## src/brs_pkg.sv

```systemverilog
// package of constants and types for the buck reference sequencer
package brs_pkg;
	// reference and feedback are counted in 12.5 mV units
	localparam int REF_W = 8;
	localparam logic [REF_W-1:0] LEG_TOP = 8'h94; // 1.850 V
	localparam logic [REF_W-1:0] ALT_TOP = 8'h7c; // 1.550 V
	localparam logic [REF_W-1:0] EXT_LOW = 8'h57; // 1.0875 V at code zero
	localparam logic [REF_W-1:0] EXT_WRAP = 8'h95; // 149 minus upper codes
	localparam logic [5:0] EXT_SPLIT = 6'h14;
	localparam logic [5:0] EXT_OFF_LO = 6'h3e;
	localparam logic [REF_W-1:0] OV_FIXED_LEG = 8'h9c; // 1.95 V
	localparam logic [REF_W-1:0] OV_FIXED_ALT = 8'h84; // 1.65 V
	localparam logic [REF_W-1:0] OV_MARGIN = 8'h10; // 200 mV
	localparam logic [REF_W-1:0] OV_HYST = 8'h04; // hysteresis, 50 mV
	// sample and phase-cycle counts
	localparam logic [3:0] SAMPLES_FIVE = 4'h4;
	localparam logic [3:0] SAMPLES_EXT = 4'h6;
	localparam logic [3:0] STABLE_CYCLES = 4'hc;
	localparam logic [1:0] AGREE_READS = 2'h3;
	localparam logic [1:0] STEP_CYCLES_M1 = 2'h3;
	localparam logic [3:0] SS_CYCLES_M1 = 4'hf;
	// register map, byte addresses
	localparam logic [7:0] CTRL_OFS = 8'h00;
	localparam logic [7:0] STAT_OFS = 8'h04;
	localparam logic [7:0] REF_OFS = 8'h08;
	localparam logic [1:0] CTRL_RST = 2'h0;
	localparam int CTRL_MODE_LSB = 0;
	localparam int STAT_STATE_LSB = 0;
	localparam int STAT_CLAMP_BIT = 2;
	localparam int STAT_DRV_BIT = 3;
	localparam int STAT_EN_BIT = 4;
	localparam int REF_TGT_LSB = 8;
	typedef enum logic [1:0] {
		MODE_LEGACY = 2'b00,
		MODE_ALT = 2'b01,
		MODE_EXT = 2'b10,
		MODE_RSVD = 2'b11
	} brs_mode_e;
	typedef enum logic [1:0] {
		ST_OFF = 2'b00,
		ST_DELAY = 2'b01,
		ST_RAMP = 2'b10,
		ST_RUN = 2'b11
	} brs_state_e;
endpackage : brs_pkg

```

## src/brs_sequencer.sv

```systemverilog
// sequencing core of a two-phase buck controller with apb registers
//
// Local design decisions: the address map and the APB interface to the registers.
`timescale 1ns/1ps
module brs_sequencer
	import brs_pkg::*;
#(
	parameter int PERIOD_W = 16
) (
	// clock and reset
	input wire logic clock_i,
	input wire logic sys_rst_i,
	// apb slave
	input wire logic psel,
	input wire logic penable,
	input wire logic pwrite,
	input wire logic [7:0] paddr,
	input wire logic [31:0] pwdata,
	output logic [31:0] prdata,
	output logic pready,
	output logic pslverr,
	// pins from outside
	input wire logic phase_clk_i,
	input wire logic [4:0] voltage_id_code_i,
	input wire logic voltage_id_extra_bit_i,
	input wire logic bias_ready_i,
	input wire logic driver_supply_ready_i,
	input wire logic threshold_enable_input_i,
	// digitised feedback, same clock, 12.5 mV units
	input wire logic [REF_W-1:0] feedback_sense_i,
	// drive outputs
	output logic [1:0] low_side_gate_o,
	output logic [1:0] low_side_gate_oe_o,
	output logic drive_enable_o,
	output logic overvoltage_clamp_o,
	output logic [REF_W-1:0] reference_o
);

	// two-flop synchronisers for all pins
	logic [9:0] pin_s1_q, pin_s2_q;
	always_ff @(posedge clock_i or posedge sys_rst_i) begin
		if (sys_rst_i) begin
			pin_s1_q <= '0;
			pin_s2_q <= '0;
		end else begin
			pin_s1_q <= {phase_clk_i, voltage_id_code_i, voltage_id_extra_bit_i, bias_ready_i,
				driver_supply_ready_i, threshold_enable_input_i};
			pin_s2_q <= pin_s1_q;
		end
	end
	logic phase_s, bias_ok, drv_ok, thr_ok;
	logic [5:0] code_s;
	assign phase_s = pin_s2_q[9];
	assign code_s = {pin_s2_q[8:4], pin_s2_q[3]}; // bit four leads
	assign bias_ok = pin_s2_q[2];
	assign drv_ok = pin_s2_q[1];
	assign thr_ok = pin_s2_q[0];

	// apb registers
	brs_mode_e mode_q, mode_d;
	logic [31:0] rdata_q, rdata_d;
	logic ext, legacy;
	assign ext = (mode_q == MODE_EXT);
	assign legacy = (mode_q == MODE_LEGACY) || (mode_q == MODE_RSVD);

	// core state
	brs_state_e state_q, state_d;
	logic phase_d1_q, phase_tick;
	logic [PERIOD_W-1:0] per_cnt_q, per_cnt_d, period_q, period_d, slice_q, slice_d;
	logic [5:0] cand_q, cand_d, acc_code_q, acc_code_d;
	logic [3:0] stable_q, stable_d, ss_cnt_q, ss_cnt_d;
	logic [1:0] agree_q, agree_d, step_q, step_d;
	logic [REF_W-1:0] ref_q, ref_d;
	logic clamp_q, clamp_d, precharge_q, precharge_d;
	logic sample, accept, code_off, enable_all;
	logic [REF_W-1:0] target, ov_fixed, ov_thr, ov_rel;
	logic [PERIOD_W-1:0] slice_len;

	assign phase_tick = phase_s & ~phase_d1_q;

	// map a code to its reference value
	function automatic logic [REF_W-1:0] code_value(input brs_mode_e m, input logic [5:0] c);
		logic [REF_W-1:0] v;
		v = '0;
		if (m == MODE_EXT) begin
			if (c <= EXT_SPLIT) begin
				v = EXT_LOW - REF_W'(c);
			end else begin
				v = EXT_WRAP - REF_W'(c);
			end
		end else if (m == MODE_ALT) begin
			v = ALT_TOP - REF_W'({c[5:1], 1'b0});
		end else begin
			v = LEG_TOP - REF_W'({c[5:1], 1'b0}); // 25 mV per code
		end
		return v;
	endfunction : code_value

	// off codes, compare against the accepted code
	always_comb begin
		if (ext) begin
			code_off = (acc_code_q >= EXT_OFF_LO);
		end else begin
			code_off = (acc_code_q[5:1] == 5'h1f);
		end
	end

	assign target = code_value(mode_q, acc_code_q);
	assign enable_all = bias_ok & drv_ok & thr_ok & ~code_off;
	assign ov_fixed = legacy ? OV_FIXED_LEG : OV_FIXED_ALT;
	assign ov_rel = ref_q + OV_MARGIN;
	always_comb begin
		if (state_q == ST_RAMP || state_q == ST_DELAY) begin
			ov_thr = (ov_rel > ov_fixed) ? ov_rel : ov_fixed;
		end else if (state_q == ST_RUN) begin
			ov_thr = ov_rel;
		end else begin
			ov_thr = ov_fixed;
		end
	end
	assign slice_len = ext ? period_q / PERIOD_W'(SAMPLES_EXT) : period_q >> 2;

	// sampling, debounce, reference and soft-start next values
	always_comb begin
		per_cnt_d = per_cnt_q + 1'b1;
		period_d = period_q;
		slice_d = slice_q;
		cand_d = cand_q;
		acc_code_d = acc_code_q;
		stable_d = stable_q;
		agree_d = agree_q;
		step_d = step_q;
		ss_cnt_d = ss_cnt_q;
		ref_d = ref_q;
		state_d = state_q;
		precharge_d = precharge_q;
		sample = 1'b0;
		accept = 1'b0;
		if (phase_tick) begin
			period_d = per_cnt_q;
			per_cnt_d = '0;
			slice_d = slice_len;
			sample = 1'b1;
		end else if (slice_q == '0) begin
			slice_d = slice_len;
			sample = 1'b1;
		end else begin
			slice_d = slice_q - 1'b1;
		end
		if (ext) begin
			if (sample) begin
				if ({code_s[5:1], code_s[0]} == cand_q) begin
					if (agree_q != AGREE_READS) begin
						agree_d = agree_q + 1'b1;
					end
				end else begin
					cand_d = code_s;
					agree_d = 2'h1;
				end
			end
			accept = (agree_d == AGREE_READS) && (cand_d != acc_code_q);
		end else begin
			if (sample && (code_s[5:1] != cand_q[5:1])) begin
				cand_d = {code_s[5:1], 1'b0};
				stable_d = '0;
			end else if (phase_tick && stable_q != STABLE_CYCLES) begin
				stable_d = stable_q + 1'b1;
			end
			accept = (stable_d == STABLE_CYCLES) && (cand_d != acc_code_q);
		end
		if (accept) begin
			acc_code_d = cand_d;
			step_d = '0;
		end else if (phase_tick) begin
			step_d = step_q + 1'b1;
		end
		unique case (state_q)
			ST_OFF: begin
				ref_d = '0;
				precharge_d = 1'b0;
				ss_cnt_d = '0;
				if (enable_all) begin
					state_d = ST_DELAY;
				end
			end
			ST_DELAY: begin
				if (phase_tick) begin
					ss_cnt_d = ss_cnt_q + 1'b1;
					if (ss_cnt_q == SS_CYCLES_M1) begin
						state_d = ST_RAMP;
					end
				end
			end
			ST_RAMP: begin
				if (ref_q > feedback_sense_i) begin
					precharge_d = 1'b1;
				end
				if (ref_q >= target) begin
					ref_d = target;
					state_d = ST_RUN;
				end else if (phase_tick) begin
					ss_cnt_d = ss_cnt_q + 1'b1;
					if (ss_cnt_q == SS_CYCLES_M1) begin
						ref_d = ref_q + 1'b1;
					end
				end
			end
			ST_RUN: begin
				if (ext) begin
					ref_d = target;
				end else if (phase_tick && step_q == STEP_CYCLES_M1 && !accept) begin
					if (ref_q + 8'h02 <= target) begin
						ref_d = ref_q + 8'h02;
					end else if (ref_q >= target + 8'h02) begin
						ref_d = ref_q - 8'h02;
					end else begin
						ref_d = target;
					end
				end
			end
		endcase
		if (!enable_all) begin
			state_d = ST_OFF;
		end
	end

	// overvoltage clamp with hysteresis, never latched
	always_comb begin
		clamp_d = clamp_q;
		if (!bias_ok) begin
			clamp_d = 1'b0;
		end else if (feedback_sense_i > ov_thr) begin
			clamp_d = 1'b1;
		end else if (feedback_sense_i + OV_HYST < ov_thr) begin
			clamp_d = 1'b0;
		end
	end

	always_ff @(posedge clock_i or posedge sys_rst_i) begin
		if (sys_rst_i) begin
			phase_d1_q <= 1'b0;
			per_cnt_q <= '0;
			period_q <= '0;
			slice_q <= '0;
			cand_q <= 6'h3f;
			acc_code_q <= 6'h3f;
			stable_q <= '0;
			agree_q <= '0;
			step_q <= '0;
			ss_cnt_q <= '0;
			ref_q <= '0;
			state_q <= ST_OFF;
			precharge_q <= 1'b0;
			clamp_q <= 1'b0;
		end else begin
			phase_d1_q <= phase_s;
			per_cnt_q <= per_cnt_d;
			period_q <= period_d;
			slice_q <= slice_d;
			cand_q <= cand_d;
			acc_code_q <= acc_code_d;
			stable_q <= stable_d;
			agree_q <= agree_d;
			step_q <= step_d;
			ss_cnt_q <= ss_cnt_d;
			ref_q <= ref_d;
			state_q <= state_d;
			precharge_q <= precharge_d;
			clamp_q <= clamp_d;
		end
	end

	// outputs
	assign low_side_gate_oe_o = bias_ok ? 2'b11 : 2'b00;
	assign low_side_gate_o = {2{clamp_q}};
	assign overvoltage_clamp_o = clamp_q;
	// enables gate the drivers at once, not a cycle later through the state
	assign drive_enable_o = ~clamp_q & enable_all
		& (state_q == ST_RUN || (state_q == ST_RAMP && precharge_q));
	assign reference_o = ref_q;

	// apb decode: zero wait states, error on unmapped offsets
	logic apb_acc, hit;
	assign apb_acc = psel & penable;
	assign hit = (paddr == CTRL_OFS) || (paddr == STAT_OFS) || (paddr == REF_OFS);
	assign pready = 1'b1;
	assign pslverr = apb_acc & ~hit;
	assign prdata = rdata_q;
	always_comb begin
		mode_d = mode_q;
		rdata_d = rdata_q;
		if (psel && !penable && !pwrite) begin
			rdata_d = '0;
			if (paddr == CTRL_OFS) begin
				rdata_d[CTRL_MODE_LSB +: 2] = mode_q;
			end else if (paddr == STAT_OFS) begin
				rdata_d[STAT_STATE_LSB +: 2] = state_q;
				rdata_d[STAT_CLAMP_BIT] = clamp_q;
				rdata_d[STAT_DRV_BIT] = drive_enable_o;
				rdata_d[STAT_EN_BIT] = enable_all;
			end else if (paddr == REF_OFS) begin
				rdata_d[REF_W-1:0] = ref_q;
				rdata_d[REF_TGT_LSB +: REF_W] = target;
			end
		end
		if (apb_acc && pwrite && paddr == CTRL_OFS) begin
			mode_d = brs_mode_e'(pwdata[CTRL_MODE_LSB +: 2]);
		end
	end
	always_ff @(posedge clock_i or posedge sys_rst_i) begin
		if (sys_rst_i) begin
			mode_q <= brs_mode_e'(CTRL_RST);
			rdata_q <= '0;
		end else begin
			mode_q <= mode_d;
			rdata_q <= rdata_d;
		end
	end
endmodule : brs_sequencer

```

## config.mk

```make
export PLATFORM = sky130hd
export DESIGN_NAME = brs_sequencer
export DESIGN_NICKNAME = d
export VERILOG_FILES = /design/src/brs_pkg.sv /design/src/brs_sequencer.sv
export SDC_FILE = /design/constraint.sdc
export NUM_CORES = 1
export LEC_CHECK = 0
export ABC_CLOCK_PERIOD_IN_PS = 5100
export BUFFER_PORTS_ARGS = -buffer_cell sky130_fd_sc_hd__buf_2
export CORE_MARGIN = 2
export CORE_UTILIZATION = 60
export CTS_CLUSTER_SIZE = 12
export DETAILED_ROUTE_END_ITERATION = 10
export PLACE_DENSITY = 0.82
export SLEW_MARGIN = 20
export SYNTH_ARGS = -nofsm -noshare
export SYNTH_HDL_FRONTEND = slang
export SYNTH_SLANG_ARGS = --single-unit
```

## constraint.sdc

```tcl
create_clock -name clock_i -period 5.1 [get_ports clock_i]
set_input_delay 0.51 -clock clock_i [delete_from_list [all_inputs] [get_ports clock_i]]
set_output_delay 0.51 -clock clock_i [all_outputs]
set_load 0.01 [all_outputs]
```

# --- After elaboration in Yosys (flattened, before gate mapping) ---
# Index checks and enable logic that the tools add are counted.
classes:
  magnitude_cmp: 9
  n_addsub: 16
  shifts: 0
  eq_ne: 29
  n_mul: 0
  n_mux: 57
  reduce_logical: 31
  n_bitwise: 12
  div: 1
ops:
  columns: ["cell", "n"]
  rows:
  - ["$mux W8", 13]
  - ["$mux W16", 5]
  - ["$mux W6", 6]
  - ["$gt A8 B8 Y1", 3]
  - ["$mux W2", 12]
  - ["$pmux W8 S3", 1]
  - ["$mux W4", 5]
  - ["$add A16 B1 Y16 const B", 1]
  - ["$add A8 B2 Y8 const B", 2]
  - ["$div A16 B3 Y16 const B", 1]
  - ["$ge A8 B8 Y1", 2]
  - ["$logic_not A16 Y1", 1]
  - ["$sub A16 B1 Y16 const B", 1]
  - ["$sub A7 B6 Y8 const A", 2]
  - ["$sub A8 B6 Y8 const A", 2]
  - ["$ne A3 B3 Y1 const B", 5]
  - ["$mux W14", 1]
  - ["$eq A2 B2 Y1 const B", 6]
  - ["$ne A6 B6 Y1", 2]
  - ["$pmux W4 S3", 1]
  - ["$logic_and A1 B1 Y1", 11]
  - ["$mux W11", 1]
  - ["$mux W5", 2]
  - ["$add A4 B1 Y4 const B", 2]
  - ["34 further kinds", 67]
totals:
  inputBits: 63
  regBits: 123
  out_inout_bits: 48
  ramBits: 0
  word_cells: 173
  mem_count: 0
  latch_bits: 0
  rom_bits: 0

# --- Logic depth before layout (Yosys ltp) ---
# Gate-level depths: netlist of the first run.
logic_depth:
  word_depth: 14
  depth_mapped: 23

# --- Worst setup path after synthesis of the first run ---
# Ideal clock, no wire load.
synth_path:
  path_kind: "reg-to-reg"
  startpoint: "register acc_code_q[3]"
  endpoint: "register ref_q[6], in the netlist reference_o[6]"
  arrival_time_ns: 3.843
  setup_time_ns: 0.122
  path_slack_ns: 1.135
  stages_incl_launch_ff: 21
  cell_sequence: "dfstp_2 -> clkbuf_1 -> inv_1 -> a21oi_1 -> or3_1 -> o21ai_0 -> inv_1 -> ha_1 -> inv_1 -> nor2_1 -> o21a_1 -> o21a_1 -> o21ai_0 -> a21oi_1 -> o31ai_1 -> clkbuf_1 -> nor2_1 -> a22oi_1 -> o22ai_1 -> a21oi_1 -> a21oi_1"
synth_via:
  elab_chain_len: 10
  elab_cells_between_ends: 29
synth_rtl:
  columns: ["element", "line", "rtl"]
  rows:
  - ["from (decl)", "brs_sequencer.sv:70", "logic [5:0] cand_q, cand_d, acc_code_q, acc_code_d;"]
  - ["from (signal assigned)", "brs_sequencer.sv:261", "acc_code_q <= acc_code_d;"]
  - ["$sub A8 B6 Y8 (tied with other cells)", "brs_sequencer.sv:94", "v = LEG_TOP - REF_W'({c[5:1], 1'b0});"]
  - ["$mux W8 (on tied branches)", "brs_sequencer.sv:91, brs_sequencer.sv:86", null]
  - ["$mux W8", "brs_sequencer.sv:85", "if (m == MODE_EXT) begin"]
  - ["$add A8 B2 Y8", "brs_sequencer.sv:214", "end else if (ref_q >= target + 8'h02) begin"]
  - ["$ge A8 B8 Y1", "brs_sequencer.sv:214", null]
  - ["$mux W8", "brs_sequencer.sv:214", null]
  - ["$mux W8", "brs_sequencer.sv:212", "if (ref_q + 8'h02 <= target) begin"]
  - ["$mux W8", "brs_sequencer.sv:211", "end else if (phase_tick && step_q == STEP_CYCLES_M1 && !accept) begin"]
  - ["$mux W8", "brs_sequencer.sv:209", "if (ext) begin"]
  - ["$pmux W8 S3", "brs_sequencer.sv:177", "unique case (state_q)"]
  - ["to (signal assigned)", "brs_sequencer.sv:266", "ref_q <= ref_d;"]
  - ["to (decl)", "brs_sequencer.sv:73", "logic [REF_W-1:0] ref_q, ref_d;"]
# Several ways; a longest one is shown, not always the timed one. The select of a mux whose other input is x is not followed.
# A chain may end at the register's enable or synchronous reset.

# --- Final worst setup path of the first run ---
layout_path:
  startpoint: "register period_q[11]"
  endpoint: "register slice_q[0]"
layout_via:
  elab_chain_len: 4
layout_rtl:
  columns: ["element", "line", "rtl"]
  rows:
  - ["from (decl)", "brs_sequencer.sv:69", "logic [PERIOD_W-1:0] per_cnt_q, per_cnt_d, period_q, period_d, slice_q, slice_d;"]
  - ["from (signal assigned)", "brs_sequencer.sv:258", "period_q <= period_d;"]
  - ["$div A16 B3 Y16 *", "brs_sequencer.sv:121", "assign slice_len = ext ? period_q / PERIOD_W'(SAMPLES_EXT) : period_q >> 2;"]
  - ["$mux W16 *", "brs_sequencer.sv:121", null]
  - ["$mux W16", "brs_sequencer.sv:144", "end else if (slice_q == '0) begin"]
  - ["$mux W16 *", "brs_sequencer.sv:139", "if (phase_tick) begin"]
  - ["named net slice_d[0]", "brs_sequencer.sv:69", null]
  - ["to (signal assigned)", "brs_sequencer.sv:259", "slice_q <= slice_d;"]
  - ["to (decl)", "brs_sequencer.sv:69", null]
# Mark *: on every way through the listed nets, which the timed path passes. The rest lies on a longest branch.

==> results.md, run 1 <==
* Routed vias/inst at 6.06
* Cell row count at 45
* Number of buffers inserted by hold repair at cts at 0
* Ys async rst share at 100%
* Initial antenna violation count at 0
* Worst setup margin at 0.544 ns
* Pre-Repair DR Iteration Count at 5
* Global-route wire length before repair at 36.5 mm
* Detailed Place HPWL at 15.2 mm
* Final Util at 68.1%
* Cell variety after synth at 87
* Overall power at 3.00 mW
* #FFs+latches synth at 122
* GPL Wtd Cong at 0.913
* Most frequent cells in the layout: nand2_1, dfrtp_1, nor2_1, o21ai_0, ha_1
* Die extent in x at 129 um
* Full die area at 16700 um2
* Relative slew slack at 39.5%
* Hold Worst Slack at 0.186 ns
* Pwr Density at 289 nW/um2
* Worst hold path depth at 1
* Post-route design area at 10400 um2
* Sequential-to-total area share from yosys stat at 32.7%
* DRC at 0
* Total CTS buffers at 17
* Most used DFF post-synth: dfrtp_1
* Non-Filler Instances at 1370
* Commonest non-fill, non-tap cell in the layout: nand2_1
* Worst-Skew Late Latency at 0.42 ns
* Layout cells sized above 1 at 13.9%
* Worst-path clk slew at 0.06 ns
* Largest net degree at the start of global routing at 85
* Setup Skew at 0.0111 ns
* Layout area overhead at 10.6%
* Worst slew pin tran at 0.901 ns
* Crit path largest cell delay at 0.73 ns
* # diodes at 0
* PostCTS Resize Cnt at 0
* Total Routed Length at 21.8 mm
* Tot GR Track Use at 27.1%
* Max-Cap Viols at 0
* Post-layout min period at 4.56 ns
* I/O pin count at 111
* Crit-path max FO at 19
* Die Span Y at 129 um
* Vias after detailed routing at 8306
* CTS root buf: clkbuf_16
* Worst IR Drop VDD at 0.000304 V
* Initial core utilization at 61.6%
* CP required at 5.42 ns
* Final setup vio count at 0
* Final ANT Viol Nets at 0
* Synth Instances at 1114
* Hold crit path type: input port to register
* CP startpoint kind: register
* Dpl ws at 0.682 ns
* CTS tree: yes
* Mean Syn Cell Area at 8.43 um2
* Crit-path cells: nor4bb_1 > a2111oi_2 > nor3_2 > xnor2_2 > o221ai_1 > o22ai_1 > nor2_1 > a2111oi_1 > a311oi_2 > nor2_1 > mux2_2 > a2111oi_2
* # H-tree levels at 4
* Number of flops mapped to enable cells by yosys at 0
* Cell area after synthesis at 9400 um2
* Sum Neg Setup Slack at 0 ns
* Pins Over Slew Limit at 0
* Placed cells at 1338
* Clock Sink Count at 122
* RSZ-0062 raised after global routing: false
* WS Path Type: register to register
* IO Port Bufs at 63
* Worst reg-to-reg path cell count at 12
* Final net count at 1281
* WP data arrival at 4.87 ns
* CP endpoint kind: register
* Vias in the first global route at 7482
* Achievable frequency at 220 MHz
* Core area at 15300 um2
* Lkg Pwr at 4.62 nW
* Routed len/inst at 15.9 um
* DR iter-0 viols at 878
* Setup Buffers After CTS at 0
* Slowest cell on the critical path: dfrtp_1
* Clock buffer depth at 2
* Period utilisation layout at 89.3%
* Cell area after placement at 9750 um2
* Reg2reg setup slack at 0.54 ns
* Run status: completed
* Synth Warn # at 0
* Global route total overflow at 0
* Fin. Hold Viols at 0
-- area by class of cell --
| type | count | area (um2) |
|---|---|---|
| Inverter | 48 | 185 |
| Clock inverter | 12 | 186 |
| Multi-Input combinational cell | 877 | 5790 |
| Sequential cell | 122 | 3070 |
| Clock buffer | 20 | 457 |
| Timing Repair Buffer | 80 | 443 |
| Tap cell | 211 | 264 |
| Fill cell | 1227 | 4860 |
-- routing by layer --
metal | vias up | share of wire, % | GRT usage [%]
met5 | - | 0 | 0
met4 | 0 | 1.5 | 9.02
met3 | 33 | 6.0 | 4.21
met2 | 273 | 46 | 42.6
met1 | 3987 | 46 | 38.4
li1 | 4013 | - | -
-- critical path, delay by kind of cell, from the launching register on --
kind                      cells  cell delay, ns
muxes                         1            0.39
DFF                           1            0.73
and+or+nand+nor               4            1.57
AOI/OAI and AO/OA             6            1.56
xor gates and xnor gates      1            0.19
-- report_power, final --
| part | internal [mW] | switching [mW] |
|---|---|---|
| sequential | 1.07 | 0.109 |
| combinational | 0.216 | 0.282 |
| clock | 0.850 | 0.471 |
| total | 2.14 | 0.862 |
-- registers in the layout, indices dropped and copies added (netlist names) --
signal / flops
acc_code_q: 6
agree_q: 2
cand_q: 6
mode_q: 2
overvoltage_clamp_o: 1
per_cnt_q: 16
period_q: 15
phase_d1_q: 1
pin_s1_q: 10
pin_s2_q: 10
prdata: 16
precharge_q: 1
reference_o: 8
slice_q: 16
ss_cnt_q: 4
stable_q: 4
state_q: 2
step_q: 2
-- synth_stat cells (all sizes together) (7+ instances only) --
| master | instances | area, um2 |
|---|---|---|
| dfrtp | 110 | 2750 |
| xnor2 | 43 | 384 |
| nor2b | 19 | 119 |
| o211ai | 7 | 52.6 |
| nand3 | 38 | 190 |
| nand4 | 22 | 138 |
| nor4 | 12 | 81.3 |
| a21oi | 71 | 355 |
| a31oi | 10 | 62.6 |
| mux2i | 12 | 120 |
| o21a | 8 | 60.1 |
| a22o | 7 | 61.3 |
| nor3 | 27 | 135 |
| nor2 | 89 | 337 |
| clkbuf | 42 | 158 |
| o31ai | 10 | 75.1 |
| nand2 | 135 | 507 |
| xor2 | 35 | 307 |
| buf | 40 | 263 |
| ha | 72 | 901 |
| inv | 48 | 180 |
| nand2b | 12 | 75.1 |
| a21o | 10 | 75.1 |
| mux2 | 16 | 184 |
| or3 | 10 | 62.6 |
| o21ai | 89 | 449 |
| dfstp | 12 | 315 |
-- logic make-up after synthesis --
kind of cell / after synthesis / share of synthesized area (%)
AO/OA/AOI/OAI: 284 / 20.3
buffers and inverters: 130 / 6.39
multiplexers: 28 / 3.24
other: 2 / 0.0799
XOR/XNOR: 78 / 7.35
AND/OR/NAND/NOR: 397 / 20.3
adder cells (fa/ha/maj): 73 / 9.69
flip-flops: 122 / 32.7
-- worst paths after layout --
| check | from | endpoint |
|---|---|---|
| setup / recovery | period_q[11] | slice_q[0] |
| hold / removal | voltage_id_code_i[3] | pin_s1_q[7] |
| setup reg to reg | period_q[11] | slice_q[0] |
| hold reg to reg | pin_s1_q[9] | pin_s2_q[9] |
| max in group asynchronous | sys_rst_i | slice_q[10] |
| min in group asynchronous | sys_rst_i | pin_s1_q[9] |
(Power assumes the default switching activity.)
==> run 2, diff against run 1 <==
--- a/config.mk
+++ b/config.mk
@@ -7,6 +7,7 @@
 export LEC_CHECK = 0
 export ABC_CLOCK_PERIOD_IN_PS = 5100
 export BUFFER_PORTS_ARGS = -buffer_cell sky130_fd_sc_hd__buf_2
+export CORE_ASPECT_RATIO = 1.1
 export CORE_MARGIN = 2
 export CORE_UTILIZATION = 60
 export CTS_CLUSTER_SIZE = 12
==> run 2 against run 1 <==
  * Worst setup slack got worse by 0.16 ns
  * Sequential share of layout area grew 0.11 points
  * Final cell count decreased by 1.0%
  * Critical path depth up 1
  * Largest cell class unchanged
  * Final area down 0.38%
  * Clock power shrank 5%
  * Sequential cell count stayed put
  * Fmax fell by 3.4%
  * Clock-buffer cell count down 2
  * Global-route usage up 1.2 points
  * Largest power group unchanged
  * Utilization rose by 0.12 points
  * First-iteration DRC count is 17% lower
==> results.md, run 2 (same netlist as run 1, synthesis figures left out) <==
* Core area at 15200 um2
* Worst hold path depth at 1
* Die extent in x at 123 um
* Layout cells sized above 1 at 14.0%
* Lkg Pwr at 4.62 nW
* CP required at 5.41 ns
* WP data arrival at 5.03 ns
* Worst-Skew Late Latency at 0.42 ns
* Pre-Repair DR Iteration Count at 5
* Setup Skew at 0.00775 ns
* FF-to-FF Start: period_q[11]
* Vias in the first global route at 8119
* Sequential cell area at 3070 um2
* Clock buffer depth at 2
* Global route total overflow at 0
* Clock Sink Count at 122
* Final net count at 1282
* CTS tree: yes
* Worst IR Drop VDD at 0.000218 V
* Hold wc startpoint: voltage_id_code_i[4]
* Most frequent cells in the layout: nand2_1, dfrtp_1, nor2_1, o21ai_0, ha_1
* Crit-path cells: xnor2_1 > a2111oi_2 > nor3_2 > buf_4 > xnor2_2 > o221ai_1 > o22ai_1 > nor2_1 > a2111oi_1 > a311oi_2 > nor2_1 > mux2_2 > a2111oi_2
* DRC at 0
* Global-route wire length before repair at 37.9 mm
* CP endpoint kind: register
* Final ANT Viol Nets at 0
* CP Buf/Inv Count at 1
* # diodes at 0
* Total CTS buffers at 17
* GPL Wtd Cong at 0.860
* I/O pin count at 111
* Family with the most delay on the worst path: compound AO/OA/AOI/OAI gates
* Initial antenna violation count at 0
* Hold crit path type: input port to register
* Commonest non-fill, non-tap cell in the layout: nand2_1
* Tot GR Track Use at 28.2%
* Number of buffers inserted by hold repair at cts at 0
* Fin. Hold Viols at 0
* PostCTS Resize Cnt at 0
* Setup Buffers After CTS at 0
* Cell row count at 47
* Period utilisation layout at 92.5%
* Total Routed Length at 22.9 mm
* Post-layout min period at 4.72 ns
* Initial core utilization at 61.9%
* R2R Path End: slice_q[0]
* Crit path largest cell delay at 0.76 ns
* Worst slew pin tran at 0.900 ns
* IO Port Bufs at 63
* Slowest cell on the critical path: dfrtp_1
* Dpl ws at 0.656 ns
* CP startpoint kind: register
* Achievable frequency at 212 MHz
* Pins Over Slew Limit at 0
* Fillers at 1229
* DR iter-0 viols at 728
* Largest net degree at the start of global routing at 77
* Max-Cap Viols at 0
* Detailed Place HPWL at 16.0 mm
* Crit-path max FO at 21
* Run status: completed
* Vias after detailed routing at 8443
* RSZ-0062 raised after global routing: false
* WS Path Type: register to register
* Routed len/inst at 16.9 um
* Worst reg-to-reg path cell count at 13
* Worst setup margin at 0.384 ns
* Hold path endpoint: pin_s1_q[8]
* Full die area at 16700 um2
* Relative slew slack at 40.0%
* Die Span Y at 135 um
* Routed vias/inst at 6.23
* CTS root buf: clkbuf_16
* Worst-path clk slew at 0.06 ns
* Sum Neg Setup Slack at 0 ns
* Layout area overhead at 10.2%
* # H-tree levels at 4
* Area of the multi-input gates at 5790 um2
* Reg2reg setup slack at 0.38 ns
* Pwr Density at 285 nW/um2
* Final setup vio count at 0
-- run 2: per-stage QoR --
stage	util (%)	cell area, um2	total power [mW]	std cells	hold slack [ns]
2_1_floorplan	-	9450	1.58	1129	0.331
3_3_place_gp	64.2	9740	1.67	1324	0.332
3_5_place_dp	64.2	9740	1.70	1324	0.335
4_1_cts	68.2	10400	2.95	1356	0.193
5_1_grt	68.2	10400	3.08	1356	0.189
6_report	68.2	10400	2.95	1356	0.195
-- run 2: area by class of cell --
class	count	area share [%]
inverter	48	1.76
timing repair buffer	81	4.35
clock buffer	18	4.15
multi-input combinational	877	55.9
tap	196	2.37
sequential	122	29.6
clock inverter	14	1.81
-- run 2: worst max-delay path by stage --
stage                       start             end  slack [ns]  cells past startpoint
floorplan           acc_code_q[3]  reference_o[6]        1.13                     20
global placement    acc_code_q[3]  reference_o[3]        0.79                     17
detailed placement   period_q[11]      slice_q[0]        0.66                     13
CTS                  period_q[11]      slice_q[0]        0.54                     13
global route         period_q[11]      slice_q[0]        0.13                     13
finish               period_q[11]      slice_q[0]        0.38                     13
-- run 2: layer usage --
metal	up-vias	GRT usage, %	wire [um]
met5	-	0	0
met4	0	11.9	639
met3	64	4.34	1390
met2	323	47.8	11200
met1	4045	35.8	9640
li1	4011	-	-
-- run 2: power breakdown --
part | internal, mW | total (mW) | switching (mW)
logic | 0.217 | 0.509 | 0.292
registers | 1.07 | 1.19 | 0.113
clock network | 0.782 | 1.25 | 0.469
